## config.mk

```make
export PLATFORM = sky130hd
export DESIGN_NAME = flash_host_ctrl
export DESIGN_NICKNAME = d
export VERILOG_FILES = /design/src/flash_host_pkg.sv /design/src/flash_buf_mem.sv /design/src/flash_host_ctrl.sv
export SDC_FILE = /design/constraint.sdc
export NUM_CORES = 1
export LEC_CHECK = 0
export ABC_AREA = 0
export BUFFER_PORTS_ARGS = -buffer_cell sky130_fd_sc_hd__clkbuf_2
export CAP_MARGIN = 40
export CORE_MARGIN = 3
export CORE_UTILIZATION = 55
export DETAILED_ROUTE_END_ITERATION = 12
export PLACE_DENSITY_LB_ADDON = 0.25
export SLEW_MARGIN = 20
export SYNTH_ARGS = -nofsm -noshare
export SYNTH_HDL_FRONTEND = slang
export SYNTH_SLANG_ARGS = --single-unit
```

## constraint.sdc

```tcl
create_clock -name CLK_I -period 3.5 [get_ports CLK_I]
set_clock_uncertainty 0.15 [all_clocks]
set_input_delay 0.35 -clock CLK_I [delete_from_list [all_inputs] [get_ports CLK_I]]
set_output_delay 0.35 -clock CLK_I [all_outputs]
set_load 0.02 [all_outputs]
```

## src/flash_host_pkg.sv

```systemverilog
// flash_host_pkg: constants, opcodes, timing counts and carrier types for the flash host
// assumes a 250 MHz system clock and a parallel nor flash with x16/x8 address modes
package flash_host_pkg;

  // clock and bus-cycle timing
  localparam int CLK_PERIOD_NS = 4;
  localparam int T_TICK_NS = 10;
  localparam int TICK_CYC = (T_TICK_NS + CLK_PERIOD_NS - 1) / CLK_PERIOD_NS;
  localparam int TICK_NS = TICK_CYC * CLK_PERIOD_NS;
  localparam int DIV_W = $clog2(TICK_CYC);
  localparam logic [DIV_W-1:0] DIV_LAST = DIV_W'(TICK_CYC - 1);
  localparam int T_SETUP_NS = 10;
  localparam int T_WE_LOW_NS = 40;
  localparam int T_HOLD_NS = 20;
  localparam int T_ACCESS_NS = 100;
  localparam logic [3:0] SETUP_TICKS = 4'((T_SETUP_NS + TICK_NS - 1) / TICK_NS);
  localparam logic [3:0] WE_LOW_TICKS = 4'((T_WE_LOW_NS + TICK_NS - 1) / TICK_NS);
  localparam logic [3:0] HOLD_TICKS = 4'((T_HOLD_NS + TICK_NS - 1) / TICK_NS);
  localparam logic [3:0] ACCESS_TICKS = 4'((T_ACCESS_NS + TICK_NS - 1) / TICK_NS);

  // write buffer geometry
  localparam int BUF_DEPTH_DEF = 32;
  localparam logic [4:0] WORD_COUNT_MAX = 5'h0F;
  localparam logic [5:0] BUF_FIRST_STEP = 6'h04;
  localparam logic [5:0] BUF_LAST_STEP_WORD = 6'h13;

  // command addresses, word mode and byte mode
  localparam logic [23:0] A_WORD_UNLOCK1 = 24'h00_0555;
  localparam logic [23:0] A_WORD_UNLOCK2 = 24'h00_02AA;
  localparam logic [23:0] A_WORD_QUERY = 24'h00_0055;
  localparam logic [23:0] A_BYTE_UNLOCK1 = 24'h00_0AAA;
  localparam logic [23:0] A_BYTE_UNLOCK2 = 24'h00_0555;
  localparam logic [23:0] A_BYTE_QUERY = 24'h00_00AA;

  // command data codes
  localparam logic [7:0] OP_UNLOCK1 = 8'hAA;
  localparam logic [7:0] OP_UNLOCK2 = 8'h55;
  localparam logic [7:0] OP_RESET = 8'hF0;
  localparam logic [7:0] OP_IDENT = 8'h90;
  localparam logic [7:0] OP_SECURE = 8'h88;
  localparam logic [7:0] OP_EXIT = 8'h00;
  localparam logic [7:0] OP_PROGRAM = 8'hA0;
  localparam logic [7:0] OP_BUF_LOAD = 8'h25;
  localparam logic [7:0] OP_BUF_COMMIT = 8'h29;
  localparam logic [7:0] OP_BYPASS = 8'h20;
  localparam logic [7:0] OP_ERASE_SETUP = 8'h80;
  localparam logic [7:0] OP_CHIP_ERASE = 8'h10;
  localparam logic [7:0] OP_SECTOR_ERASE = 8'h30;
  localparam logic [7:0] OP_SUSPEND = 8'hB0;
  localparam logic [7:0] OP_RESUME = 8'h30;
  localparam logic [7:0] OP_QUERY = 8'h98;

  typedef enum logic [4:0] {
    C_READ, C_RESET, C_IDENT, C_SEC_ENTER, C_SEC_EXIT, C_PROGRAM, C_BUF_LOAD,
    C_BUF_COMMIT, C_BUF_ABORT, C_BYP_ENTER, C_BYP_PROG, C_BYP_EXIT,
    C_CHIP_ERASE, C_SECT_ERASE, C_SUSPEND, C_RESUME, C_QUERY
  } cmd_t;

  typedef enum logic [4:0] {
    ST_IDLE = 5'h01,
    ST_SETUP = 5'h02,
    ST_STROBE = 5'h04,
    ST_HOLD = 5'h08,
    ST_FINISH = 5'h10
  } st_t;

  typedef struct packed {
    cmd_t cmd;
    logic [23:0] addr;
    logic [15:0] data;
    logic [4:0] count;
  } req_t;

  typedef struct packed {
    logic [22:0] addr;
    logic addr_lsb;
    logic [15:0] dq;
    logic dq_oe;
    logic ce_n;
    logic we_n;
    logic oe_n;
    logic byte_n;
  } pin_t;

  typedef struct packed {
    logic ident;
    logic secure;
    logic bypass;
    logic erasing;
    logic suspended;
  } mode_t;

  typedef struct packed {
    logic [23:0] addr;
    logic [15:0] data;
    logic rd;
    logic last;
  } step_t;

  typedef struct packed {
    st_t st;
    logic [5:0] step;
    logic [3:0] cnt;
    logic [DIV_W-1:0] div;
    req_t req;
    logic bm;
    pin_t pins;
    mode_t mode;
    logic [15:0] rdata;
    logic ready;
    logic done;
    logic refused;
  } state_t;

endpackage

```

## src/flash_buf_mem.sv

```systemverilog
// flash_buf_mem: write-buffer image that the host loads before a buffer program
// assumes one clock; read data appear one cycle after the read address
`timescale 1ns/1ps
`default_nettype none
module flash_buf_mem #(
  parameter int DATA_W = 16,
  parameter int DEPTH = 32,
  parameter int AW = $clog2(DEPTH)
) (
  // clock
  input wire logic clk_i,
  // write side
  input wire logic we_i,
  input wire logic [AW-1:0] waddr_i,
  input wire logic [DATA_W-1:0] wdata_i,
  // read side
  input wire logic [AW-1:0] raddr_i,
  output var logic [DATA_W-1:0] rdata_o
);
  logic [DATA_W-1:0] mem [DEPTH];

  always_ff @(posedge clk_i) begin
    if (we_i) begin
      mem[waddr_i] <= wdata_i;
    end
    rdata_o <= mem[raddr_i];
  end
endmodule // flash_buf_mem
`default_nettype wire

```

## src/flash_host_ctrl.sv

```systemverilog
// flash_host_ctrl: host controller that writes command sequences to a parallel nor flash
// assumes flash pins wired to the device, DQ_I synchronous to CLK_I, one request at a time
`timescale 1ns/1ps
`default_nettype none
module flash_host_ctrl
  import flash_host_pkg::*;
#(
  parameter int BUF_DEPTH = BUF_DEPTH_DEF,
  parameter int AW = $clog2(BUF_DEPTH)
) (
  // clock and reset
  input wire logic CLK_I,
  input wire logic RSTN_I,
  // command request
  input wire logic CMD_VALID_I,
  input wire req_t CMD_I,
  input wire logic BYTE_MODE_I,
  output var logic CMD_READY_O,
  // write buffer load
  input wire logic LOAD_WE_I,
  input wire logic [AW-1:0] LOAD_IDX_I,
  input wire logic [15:0] LOAD_DATA_I,
  // answer
  output var logic DONE_O,
  output var logic REFUSED_O,
  output var logic [15:0] RDATA_O,
  output var mode_t MODE_O,
  // flash pins
  output var pin_t FLASH_O,
  input wire logic [15:0] DQ_I
);

  state_t r_reg;
  state_t r_next;
  step_t cur;
  logic tick;
  logic reject;
  logic unl_cmd;
  logic code_only;
  logic [15:0] mem_rdata;
  logic [AW-1:0] mem_raddr;

  // one bus cycle of a sequence, in the address units of the current mode
  function automatic step_t seq_step(input req_t q, input logic bm, input logic [5:0] n,
                                     input logic [15:0] mdat);
    step_t s;
    logic [23:0] u1;
    logic [23:0] u2;
    logic [23:0] sa;
    logic [4:0] idx;
    s = '0;
    u1 = bm ? A_BYTE_UNLOCK1 : A_WORD_UNLOCK1;
    u2 = bm ? A_BYTE_UNLOCK2 : A_WORD_UNLOCK2;
    sa = bm ? {q.addr[23:16], 16'h0000} : {1'b0, q.addr[22:15], 15'h0000};
    idx = n[4:0] - BUF_FIRST_STEP[4:0];
    if (n == 6'h00 || n == 6'h03) begin
      s.addr = u1;
      s.data = {8'h00, OP_UNLOCK1};
    end else if (n == 6'h01 || n == 6'h04) begin
      s.addr = u2;
      s.data = {8'h00, OP_UNLOCK2};
    end
    case (q.cmd)
      C_READ: begin
        s = '0;
        s.addr = q.addr;
        s.rd = 1'b1;
        s.last = 1'b1;
      end
      C_RESET: begin
        s = '0;
        s.data = {8'h00, OP_RESET};
        s.last = 1'b1;
      end
      C_IDENT: begin
        if (n == 6'h02) begin
          s.addr = u1;
          s.data = {8'h00, OP_IDENT};
        end else if (n == 6'h03) begin
          s.addr = q.addr;
          s.data = '0;
          s.rd = 1'b1;
          s.last = 1'b1;
        end
      end
      C_SEC_ENTER: begin
        if (n == 6'h02) begin
          s.addr = u1;
          s.data = {8'h00, OP_SECURE};
          s.last = 1'b1;
        end
      end
      C_SEC_EXIT: begin
        if (n == 6'h02) begin
          s.addr = u1;
          s.data = {8'h00, OP_IDENT};
        end else if (n == 6'h03) begin
          s.addr = '0;
          s.data = {8'h00, OP_EXIT};
          s.last = 1'b1;
        end
      end
      C_PROGRAM: begin
        if (n == 6'h02) begin
          s.addr = u1;
          s.data = {8'h00, OP_PROGRAM};
        end else if (n == 6'h03) begin
          s.addr = q.addr;
          s.data = q.data;
          s.last = 1'b1;
        end
      end
      C_BUF_LOAD: begin
        if (n == 6'h02) begin
          s.addr = sa;
          s.data = {8'h00, OP_BUF_LOAD};
        end else if (n == 6'h03) begin
          s.addr = sa;
          s.data = {11'h000, q.count};
        end else if (n >= BUF_FIRST_STEP) begin
          s.addr = bm ? {q.addr[23:5], idx} : {q.addr[23:4], idx[3:0]};
          s.data = mdat;
          s.last = (idx == q.count);
        end
      end
      C_BUF_COMMIT: begin
        s.addr = sa;
        s.data = {8'h00, OP_BUF_COMMIT};
        s.last = 1'b1;
      end
      C_BUF_ABORT: begin
        if (n == 6'h02) begin
          s.addr = u1;
          s.data = {8'h00, OP_RESET};
          s.last = 1'b1;
        end
      end
      C_BYP_ENTER: begin
        if (n == 6'h02) begin
          s.addr = u1;
          s.data = {8'h00, OP_BYPASS};
          s.last = 1'b1;
        end
      end
      C_BYP_PROG: begin
        s = '0;
        if (n == 6'h00) begin
          s.data = {8'h00, OP_PROGRAM};
        end else begin
          s.addr = q.addr;
          s.data = q.data;
          s.last = 1'b1;
        end
      end
      C_BYP_EXIT: begin
        s = '0;
        s.data = (n == 6'h00) ? {8'h00, OP_IDENT} : {8'h00, OP_EXIT};
        s.last = (n != 6'h00);
      end
      C_CHIP_ERASE, C_SECT_ERASE: begin
        if (n == 6'h02) begin
          s.addr = u1;
          s.data = {8'h00, OP_ERASE_SETUP};
        end else if (n == 6'h05) begin
          s.addr = (q.cmd == C_CHIP_ERASE) ? u1 : sa;
          s.data = (q.cmd == C_CHIP_ERASE) ? {8'h00, OP_CHIP_ERASE} : {8'h00, OP_SECTOR_ERASE};
          s.last = 1'b1;
        end
      end
      C_SUSPEND: begin
        s.addr = sa;
        s.data = {8'h00, OP_SUSPEND};
        s.last = 1'b1;
      end
      C_RESUME: begin
        s.addr = sa;
        s.data = {8'h00, OP_RESUME};
        s.last = 1'b1;
      end
      C_QUERY: begin
        s.addr = bm ? A_BYTE_QUERY : A_WORD_QUERY;
        s.data = {8'h00, OP_QUERY};
        s.last = 1'b1;
      end
      default: begin
        s = '0;
        s.last = 1'b1;
      end
    endcase
    if (bm) begin
      s.data = {8'h00, s.data[7:0]};
    end
    return s;
  endfunction

  assign mem_raddr = AW'(r_reg.step - BUF_FIRST_STEP);
  assign cur = seq_step(r_reg.req, r_reg.bm, r_reg.step, mem_rdata);
  assign tick = (r_reg.div == DIV_LAST);
  assign unl_cmd = !(r_reg.req.cmd inside {C_READ, C_RESET, C_BUF_COMMIT, C_BYP_PROG,
                                            C_BYP_EXIT, C_SUSPEND, C_RESUME, C_QUERY});
  assign code_only = !(r_reg.req.cmd inside {C_READ, C_PROGRAM, C_BYP_PROG, C_BUF_LOAD,
                                              C_IDENT});

  flash_buf_mem #(
    .DATA_W(16),
    .DEPTH(BUF_DEPTH),
    .AW(AW)
  ) u_buf (
    .clk_i(CLK_I),
    .we_i(LOAD_WE_I),
    .waddr_i(LOAD_IDX_I),
    .wdata_i(LOAD_DATA_I),
    .raddr_i(mem_raddr),
    .rdata_o(mem_rdata)
  );

  // commands that the tracked device mode does not allow, and word-mode buffer loads with a count past WORD_COUNT_MAX
  always_comb begin
    reject = 1'b0;
    if (r_reg.mode.bypass && !(CMD_I.cmd inside {C_BYP_PROG, C_BYP_EXIT, C_READ})) begin
      reject = 1'b1;
    end
    if (!r_reg.mode.bypass && (CMD_I.cmd inside {C_BYP_PROG, C_BYP_EXIT})) begin
      reject = 1'b1;
    end
    if (CMD_I.cmd == C_SUSPEND && !r_reg.mode.erasing) begin
      reject = 1'b1;
    end
    if (CMD_I.cmd == C_RESUME && !r_reg.mode.suspended) begin
      reject = 1'b1;
    end
    if (CMD_I.cmd == C_QUERY && (r_reg.mode.erasing || r_reg.mode.suspended)) begin
      reject = 1'b1;
    end
    if (CMD_I.cmd == C_BUF_LOAD && !BYTE_MODE_I && CMD_I.count > WORD_COUNT_MAX) begin
      reject = 1'b1;
    end
    if (r_reg.mode.erasing && !(CMD_I.cmd inside {C_SUSPEND, C_READ, C_RESET})) begin
      reject = 1'b1;
    end
  end

  // sequencer
  always_comb begin
    r_next = r_reg;
    r_next.done = 1'b0;
    r_next.refused = 1'b0;
    if (r_reg.st != ST_IDLE) begin
      r_next.div = tick ? '0 : r_reg.div + 1'b1;
    end
    case (r_reg.st)
      ST_IDLE: begin
        if (CMD_VALID_I && r_reg.ready) begin
          if (reject) begin
            r_next.refused = 1'b1;
          end else begin
            r_next.req = CMD_I;
            r_next.bm = BYTE_MODE_I;
            r_next.pins.byte_n = !BYTE_MODE_I;
            r_next.step = '0;
            r_next.div = '0;
            r_next.cnt = SETUP_TICKS;
            r_next.ready = 1'b0;
            r_next.st = ST_SETUP;
          end
        end
      end
      ST_SETUP: begin
        r_next.pins.addr = r_reg.bm ? cur.addr[23:1] : cur.addr[22:0];
        r_next.pins.addr_lsb = r_reg.bm & cur.addr[0];
        r_next.pins.ce_n = 1'b0;
        if (tick) begin
          r_next.cnt = r_reg.cnt - 1'b1;
          if (r_reg.cnt == 4'h1) begin
            r_next.pins.dq = cur.data;
            r_next.pins.dq_oe = !cur.rd;
            r_next.pins.we_n = cur.rd;
            r_next.pins.oe_n = !cur.rd;
            r_next.cnt = cur.rd ? ACCESS_TICKS : WE_LOW_TICKS;
            r_next.st = ST_STROBE;
          end
        end
      end
      ST_STROBE: begin
        if (tick) begin
          r_next.cnt = r_reg.cnt - 1'b1;
          if (r_reg.cnt == 4'h1) begin
            if (cur.rd) begin
              r_next.rdata = r_reg.bm ? {8'h00, DQ_I[7:0]} : DQ_I;
            end
            r_next.pins.we_n = 1'b1;
            r_next.pins.oe_n = 1'b1;
            r_next.cnt = HOLD_TICKS;
            r_next.st = ST_HOLD;
          end
        end
      end
      ST_HOLD: begin
        if (tick) begin
          r_next.cnt = r_reg.cnt - 1'b1;
          if (r_reg.cnt == 4'h1) begin
            r_next.pins.dq_oe = 1'b0;
            r_next.cnt = SETUP_TICKS;
            if (cur.last) begin
              r_next.st = ST_FINISH;
            end else begin
              r_next.step = r_reg.step + 1'b1;
              r_next.st = ST_SETUP;
            end
          end
        end
      end
      ST_FINISH: begin
        r_next.pins.ce_n = 1'b1;
        r_next.done = 1'b1;
        r_next.ready = 1'b1;
        r_next.st = ST_IDLE;
        case (r_reg.req.cmd)
          C_IDENT: r_next.mode.ident = 1'b1;
          C_RESET: begin
            r_next.mode.ident = 1'b0;
            r_next.mode.erasing = 1'b0;
          end
          C_SEC_ENTER: r_next.mode.secure = 1'b1;
          C_SEC_EXIT: r_next.mode.secure = 1'b0;
          C_BYP_ENTER: r_next.mode.bypass = 1'b1;
          C_BYP_EXIT: r_next.mode.bypass = 1'b0;
          C_SECT_ERASE: r_next.mode.erasing = 1'b1;
          C_SUSPEND: begin
            r_next.mode.erasing = 1'b0;
            r_next.mode.suspended = 1'b1;
          end
          C_RESUME: begin
            r_next.mode.suspended = 1'b0;
            r_next.mode.erasing = 1'b1;
          end
          default: r_next.mode = r_reg.mode;
        endcase
      end
      default: r_next.st = ST_IDLE;
    endcase
  end

  always_ff @(posedge CLK_I) begin
    if (!RSTN_I) begin
      r_reg <= '0;
      r_reg.st <= ST_IDLE;
      r_reg.pins.ce_n <= 1'b1;
      r_reg.pins.we_n <= 1'b1;
      r_reg.pins.oe_n <= 1'b1;
      r_reg.pins.byte_n <= 1'b1;
      r_reg.ready <= 1'b1;
    end else begin
      r_reg <= r_next;
    end
  end

  assign CMD_READY_O = r_reg.ready;
  assign DONE_O = r_reg.done;
  assign REFUSED_O = r_reg.refused;
  assign RDATA_O = r_reg.rdata;
  assign MODE_O = r_reg.mode;
  assign FLASH_O = r_reg.pins;
endmodule // flash_host_ctrl
`default_nettype wire

```

# Word-level counts from Yosys, hierarchy flattened
# Memory sizes are Yosys's and may differ from the RTL's. A register that Yosys moved wholly into a read port is not among the register bits.
# Cells that the tools add are included.
word_totals:
  regBits: 137
  ram_bits: 512
  input_bits: 92
  output_inout_bits: 69
  elab_cells: 232
  mem_count: 1
op_classes:
  add_sub_neg: 5
  n_lt_le_gt_ge: 2
  eq_ne: 46
  muxes: 93
  bitwise_logic: 2
  n_reduce_logical: 57
mem_list:
  columns: ["memory", "depth", "word_bits", "read_ports", "rd_ports_with_merged_regs", "write_ports", "line_no", "rtl"]
  rows:
  - ["u_buf.mem", 32, 16, 1, 1, 1, "flash_buf_mem.sv:20", "logic [DATA_W-1:0] mem [DEPTH];"]
op_table:
  columns: ["op", "n"]
  rows:
  - ["$pmux 40 s16", 1]
  - ["$mux 40", 13]
  - ["$mux 68", 2]
  - ["$mux 24", 3]
  - ["$eq 5x4->1 const B", 13]
  - ["$mux 53", 1]
  - ["$mux 16", 3]
  - ["$mux 42", 1]
  - ["$eq 5x3->1 const B", 6]
  - ["$mux 15", 2]
  - ["$mux 5", 6]
  - ["$mux 28", 1]
  - ["$mux 27", 1]
  - ["$mux 1", 26]
  - ["$mux 23", 1]
  - ["$reduce_bool 2->1", 11]
  - ["$mux 4", 5]
  - ["$pmux 5 s4", 1]
  - ["$ne 2x2->1 const B", 9]
  - ["$pmux 1 s2", 9]
  - ["$mux 8", 2]
  - ["$pmux 4 s4", 1]
  - ["$eq 5x1->1 const B", 3]
  - ["$eq 5x2->1 const B", 3]
  - ["other kinds (39)", 81]

# Logic depth before layout (Yosys ltp)
depth:
  ltp_word: 14
  depth_mapped: 15
  ltp_nobuf: 9

# By module
# Synthesis repeated with hierarchy kept, for this count alone.
hier_totals:
  hier_cells: 2175
  area_unflattened_um2: 28599.9
modules_own_cells:
  columns: ["module", "n_inst", "cells_per_inst", "area_each_um2", "seq_area_each_um2"]
  rows:
  - ["flash_buf_mem", 1, 1143, 20534.7, 15695.1]
  - ["flash_host_ctrl", 1, 1032, 8065.2, 2742.6]

# Worst setup path before layout
# Ideal clock, no wire load.
synth_timing:
  kind: "reg-to-reg"
  from: "reg r_reg[127] in the netlist's numbering"
  to: "reg r_reg (netlist bit FLASH_O[21])"
  setup_ps: 59
  arrival_time_ps: 3080
  required_time_ps: 3291
  slack_ps: 211
  path_stages_with_launch: 14
  n_path_buf: 4
  synth_period_minus_slack_ps: 3289
  cell_sequence: "dfxtp_1 -> clkbuf_1 -> clkbuf_1 -> clkbuf_1 -> inv_1 -> ha_1 -> buf_4 -> nor2_1 -> o211ai_4 -> mux2_4 -> a311oi_4 -> nor3_4 -> a2111oi_2 -> a31o_1"
synth_via:
  elab_chain_cells: 9
  word_cells_on_any_way: 28
  classes_between: "order compare: 1; eq/ne: 5; mux: 18; bitwise: 1; reduce/logical: 3"
synth_rtl:
  columns: ["item", "line_no", "rtl"]
  rows:
  - ["start, declared", "flash_host_ctrl.sv:33", "state_t r_reg;"]
  - ["start signal, assigned", "flash_host_ctrl.sv:354", "r_reg <= r_next;"]
  - ["$eq 6x1->1 or $eq 6x3->1 (tied branches)", "flash_host_ctrl.sv:59", "end else if (n == 6'h01 || n == 6'h04) begin"]
  - ["$logic_or 1x1->1", "flash_host_ctrl.sv:59", null]
  - ["$mux 27", "flash_host_ctrl.sv:59", null]
  - ["$mux 28", "flash_host_ctrl.sv:56", "if (n == 6'h00 || n == 6'h03) begin"]
  - ["$mux 40", "flash_host_ctrl.sv:120", "end else if (n >= BUF_FIRST_STEP) begin"]
  - ["$mux 40", "flash_host_ctrl.sv:117", "end else if (n == 6'h03) begin"]
  - ["$mux 40", "flash_host_ctrl.sv:114", "if (n == 6'h02) begin"]
  - ["$pmux 40 s16 (*)", "flash_host_ctrl.sv:63", "case (q.cmd)"]
  - ["$and 1x1->1 (*)", "flash_host_ctrl.sv:270", "r_next.pins.addr_lsb = r_reg.bm & cur.addr[0];"]
# Mark *: on every way between the ends. The rest lies on a longest branch, timed or not.
# A chain may end at the register's enable or synchronous reset.

# Worst setup path in the final report
layout_timing:
  from: "reg r_reg[129] in the netlist's numbering"
  to: "reg r_reg (netlist bit FLASH_O[30])"
layout_via:
  elab_chain_cells: 9
  word_cells_on_any_way: 28
  classes_between: "order compare: 1; eq/ne: 5; mux: 19; reduce/logical: 3"
layout_rtl:
  columns: ["item", "line_no", "rtl"]
  rows:
  - ["$eq 6x1->1 or $eq 6x3->1 (tied branches)", "flash_host_ctrl.sv:59", null]
  - ["$logic_or 1x1->1", "flash_host_ctrl.sv:59", null]
  - ["$mux 27", "flash_host_ctrl.sv:59", null]
  - ["$mux 28", "flash_host_ctrl.sv:56", null]
  - ["$mux 40", "flash_host_ctrl.sv:120", null]
  - ["$mux 40", "flash_host_ctrl.sv:117", null]
  - ["$mux 40", "flash_host_ctrl.sv:114", null]
  - ["$pmux 40 s16 (*)", "flash_host_ctrl.sv:63", null]
  - ["$mux 23 (*)", "flash_host_ctrl.sv:269", "r_next.pins.addr = r_reg.bm ? cur.addr[23:1] : cur.addr[22:0];"]
# Marked as above.

==> results.env <==
GRT_SETUP_UNREPAIRED='false'
DP_HPWL_UM=41140
SYN2LAYOUT_AREA_GROWTH_PCT=15.41
BEGINNING_OF_THE_CRITICAL_PATH='r_reg[129]'
POST_DRT_WL_PER_CELL_UM=23.85
DETAIL-ROUTE-ANTENNA-NETS=0
TIGHTEST_SLEW_NS=0.8143
LAYOUT_MIN_CYCLE_TIME_NS=3.124
ANTENNA-DIODE-COUNT=0
LARGEST_REG_FLOPS=512
SYNTHADDERAREAFRAC_PCT=0.4511
VDD.IR_DROP.WORST_mV=0.4398
GP_ROUTABILITY_CONGESTION=0.9860
CP_CELL_SEQUENCE='inv_1 -> ha_2 -> or3b_1 -> o211ai_4 -> nor2_2 -> o31a_1 -> nor3b_1 -> nand3_1 -> and3_1'
CRITICAL_PATH.MAX_FANOUT=15
WORSTPATHREQUIRED_NS=3.84
GRT_ANTENNA_BEFORE_REPAIR=1
WORSTREG2REGEND='FLASH_O[30]'
SYNTHESIZED_AREA_FRACTION_OCCUPIED_BY_AND_OR_NAND_NOR_CELLS_PCT=8.242
GRT_PASS1_WL_UM=99550
DEEPEST_LEVEL_OF_THE_CTS_H_TREE=3
DETAILEDROUTE.FIRSTITERATIONVIOLATIONS=1658
FINALHOLDVIOLATIONS=0
IO_PINS=161
CRIT_PATH_TOP_DELAY_CELL='or3b_1'
SYN-INSTANCE-COUNT=1805
MAX_CLOCK_FREQ_GHz=0.3201
POSTSYNTHREGISTERBITS=665
TIMING.FINAL.WS_SETUP_NS=0.3760
CORE_AREA_UM2=49360
MUX_SHARE_OF_POST_SYNTHESIS_CELL_AREA_PCT=14.33
DESIGN.DIE.AREA_UM2=53160
LEADING_REGISTER_CELL_TYPE_OUT_OF_SYNTHESIS='edfxtp_1'
DP_WORST_SETUP_SLACK_NS=0.2658
SETUP.REG_TO_REG.WORST_SLACK_NS=0.38
GROUTE.USAGE.OVERALL_PCT=24.68
FINAL_CRITICAL_PATH_SHARE_OF_THE_CLOCK_PERIOD_PCT=89.26
CLKSINKCOUNT=665
POWER_LEAKAGE_nW=10.57
DETAIL_ROUTE.VIAS_PER_CELL=6.076
FIN_SETUP_TNS_NS=0
CTS_TREE='yes'
WORSTSKEWPAIRLATENCY_NS=0.60
GRT_PASS1_VIAS=16980
DATA_ARRIVAL_TIME_OF_THE_CRITICAL_PATH_NS=3.46
DIEHEIGHT_UM=230.6
START_UTIL_PCT=56.19
CP-ENDPOINT='FLASH_O[30]'
MAXIMUM_NUMBER_OF_PINS_ON_ONE_NET_BEFORE_GLOBAL_ROUTE_REPAIR=87
CRITICAL-PATH-MAX-STAGE-DELAY_NS=0.54
POWER.DENSITY_nW_PER_UM2=526.3
CLK_PIN_SLEW_WORST_PATHS_NS=0.06
DRIVE_ABOVE_1_SHARE_PCT=27.95
INPUT_OUTPUT_BUFFERS=160
WORST_HOLD_PATH_TYPE='input pin to flip-flop'
CLOCK_TREE.BUFFER_DEPTH=3
SYNTH_CELL_TYPE_COUNT=97
SYNTH-XOR-AREA-SHARE_PCT=0.2481
SYNTHARSTFLOPSHARE_PCT=0
DIE_X_UM=230.6
REPORT.FINAL.SLEW_VIOL_COUNT=0
WL_UM=64980
SYN_AVG_CELL_AREA_UM2=15.37
END_KIND='flip-flop'
DR.PASS1.ITERS=7
MAIN_COMBINATIONAL_CELL_FAMILY_BY_AREA_AFTER_SYNTHESIS='multiplexers'
CP-START-KIND='flip-flop'
LAYOUT.CORE_UTILIZATION_PCT=64.85
START_OF_THE_WORST_REGISTER_TO_REGISTER_PATH='r_reg[129]'
REPORT.FINAL.SETUP_VIOL=0
MAX_CAP_VIOLATIONS=0
CTS_ROOT_BUFFER='clkbuf_16'
POST_SYNTH_EDFFS=512
HOLD_PATH_STARTPOINT='DQ_I[11]'
GR-TOTAL-OVERFLOW=0
SYNTH-COMPOUND-AREA-SHARE_PCT=6.668
CTS-BUFFERS-INSERTED=68
SYNTHESIS.AREA_UM2=27740
SLEW_HEADROOM_PCT=45.72
POSTSYNTHNETCOUNT=1907
SYNTH.YOSYS.SEQ_AREA_SHARE_PCT=66.48
DRC=0
VIA_COUNT=16560
RUN_STATUS='finished, final reports clean'
WORST_R2R_PATH_DEPTH=9
ROWS=81
LAYOUT.NETS=2109
TIMING.SETUP.CRITICAL_PATH_CLASS='flip-flop to flip-flop'
SYNTH-WARNING-COUNT=0
-- cells in the mapped netlist, drive strengths merged (4+ instances only) --
library cell	instances	area, um^2
o211ai	6	72.57
mux2	21	240.2
and3	7	43.79
a311oi	5	61.31
clkbuf	69	259.0
nand3b	9	67.56
or3	10	67.56
nor3b	18	151.4
nand2b	7	43.79
a211oi	9	77.57
nand2	184	690.7
nor2b	8	50.05
o21ai	53	269.0
and2	15	93.84
mux4	160	3603
or3b	6	55.05
buf	102	694.4
o2111ai	4	35.03
a31oi	16	100.1
o31ai	11	106.4
dfxtp	153	3063
nand3	30	160.2
a21o	4	30.03
a21oi	109	549.3
nand4	11	68.82
edfxtp	512	15370
nor3	19	121.4
o22ai	10	62.56
xor2	5	51.30
a22oi	17	127.6
nor4	7	50.05
mux2i	13	130.1
inv	10	37.53
ha	10	125.1
nor2	116	442.9
-- logic make-up (layout without fill, tap and decap cells) --
| family | Yosys count | in the layout |
|---|---|---|
| buffers and inverters | 182 | 438 |
| multiplexers | 194 | 194 |
| XOR/XNOR | 7 | 7 |
| AO/OA/AOI/OAI | 282 | 282 |
| AND/OR/NAND/NOR | 465 | 465 |
| adder cells (fa/ha/maj) | 10 | 10 |
| flip-flops | 665 | 665 |
-- critical path: cells and delay by family (launching register included) --
family | cells | cell delay (ns)
compound gates | 2 | 0.69
fa+ha+maj | 1 | 0.26
buf+inv | 1 | 0.11
simple gates | 5 | 1.46
flops | 1 | 0.34
-- per-stage QoR --
stage | cell area (um^2) | hold WS, ns | cells | total power, mW
global route | 32010 | 0.02253 | 2725 | 17.40
global placement | 29100 | 0.2910 | 2534 | 9.747
floorplan | 27740 | 0.2796 | 1805 | 9.389
CTS | 31980 | 0.005087 | 2724 | 16.97
finish | 32010 | 0.03437 | 2725 | 16.85
detailed placement | 29100 | 0.2989 | 2535 | 9.776
-- what timing repair did --
action	in CTS	in global routing
endpoints found under the hold margin	66	0
buffers inserted	0	0
gates resized for setup	0	1
endpoints found under the setup margin	0	6
hold buffers	65	0
-- worst min path at each step --
stage	end	slack (ns)	cells after the start
after global routing	RDATA_O[10]	0.02	4
after global placement	r_reg[114]	0.29	2
after CTS	RDATA_O[11]	0.005	4
after detailed placement	r_reg[89]	0.30	2
after floorplan	FLASH_O[25]	0.28	2
final	RDATA_O[11]	0.03	4
-- placed cells by master (no fill, tap or decap), types with 14 or more instances in the layout --
cell type	synthesis	final
dfxtp_1	153	149
clkbuf_2	0	161
nand3_1	28	28
nor3b_1	16	15
clkbuf_16	0	71
a31oi_1	16	16
nor2_2	3	17
mux4_2	160	160
dlygate4sd3_1	0	65
nor3_1	15	15
mux2_2	20	20
and2_1	14	14
a21oi_1	108	108
nand2_1	184	184
o21ai_0	37	37
o21ai_1	15	15
nor2_1	113	99
buf_4	68	72
a22oi_1	17	17
edfxtp_1	512	512
clkbuf_1	69	15
-- power by group --
part / switching (mW) / total, mW / internal [mW]
sequential: 0.109 / 8.74 / 8.64
combinational: 0.588 / 0.941 / 0.352
clock: 2.99 / 7.16 / 4.17
-- final cells by class --
type	instances	area, um^2
Clock buffer	89	1859
Clock inverter	35	367.9
Fill cell	3465	17350
Inverter	11	42.54
Multi-Input combinational cell	958	8363
Sequential cell	665	18450
Tap cell	664	830.8
Timing Repair Buffer	303	2097
-- metal layers --
metal / wire, um / GRT usage [%]
met2: 32910 / 42.16
met4: 2593 / 10.35
met5: 0 / 0
met1: 25670 / 31.57
met3: 3808 / 4.134
Power figures use the tool's default switching activity.
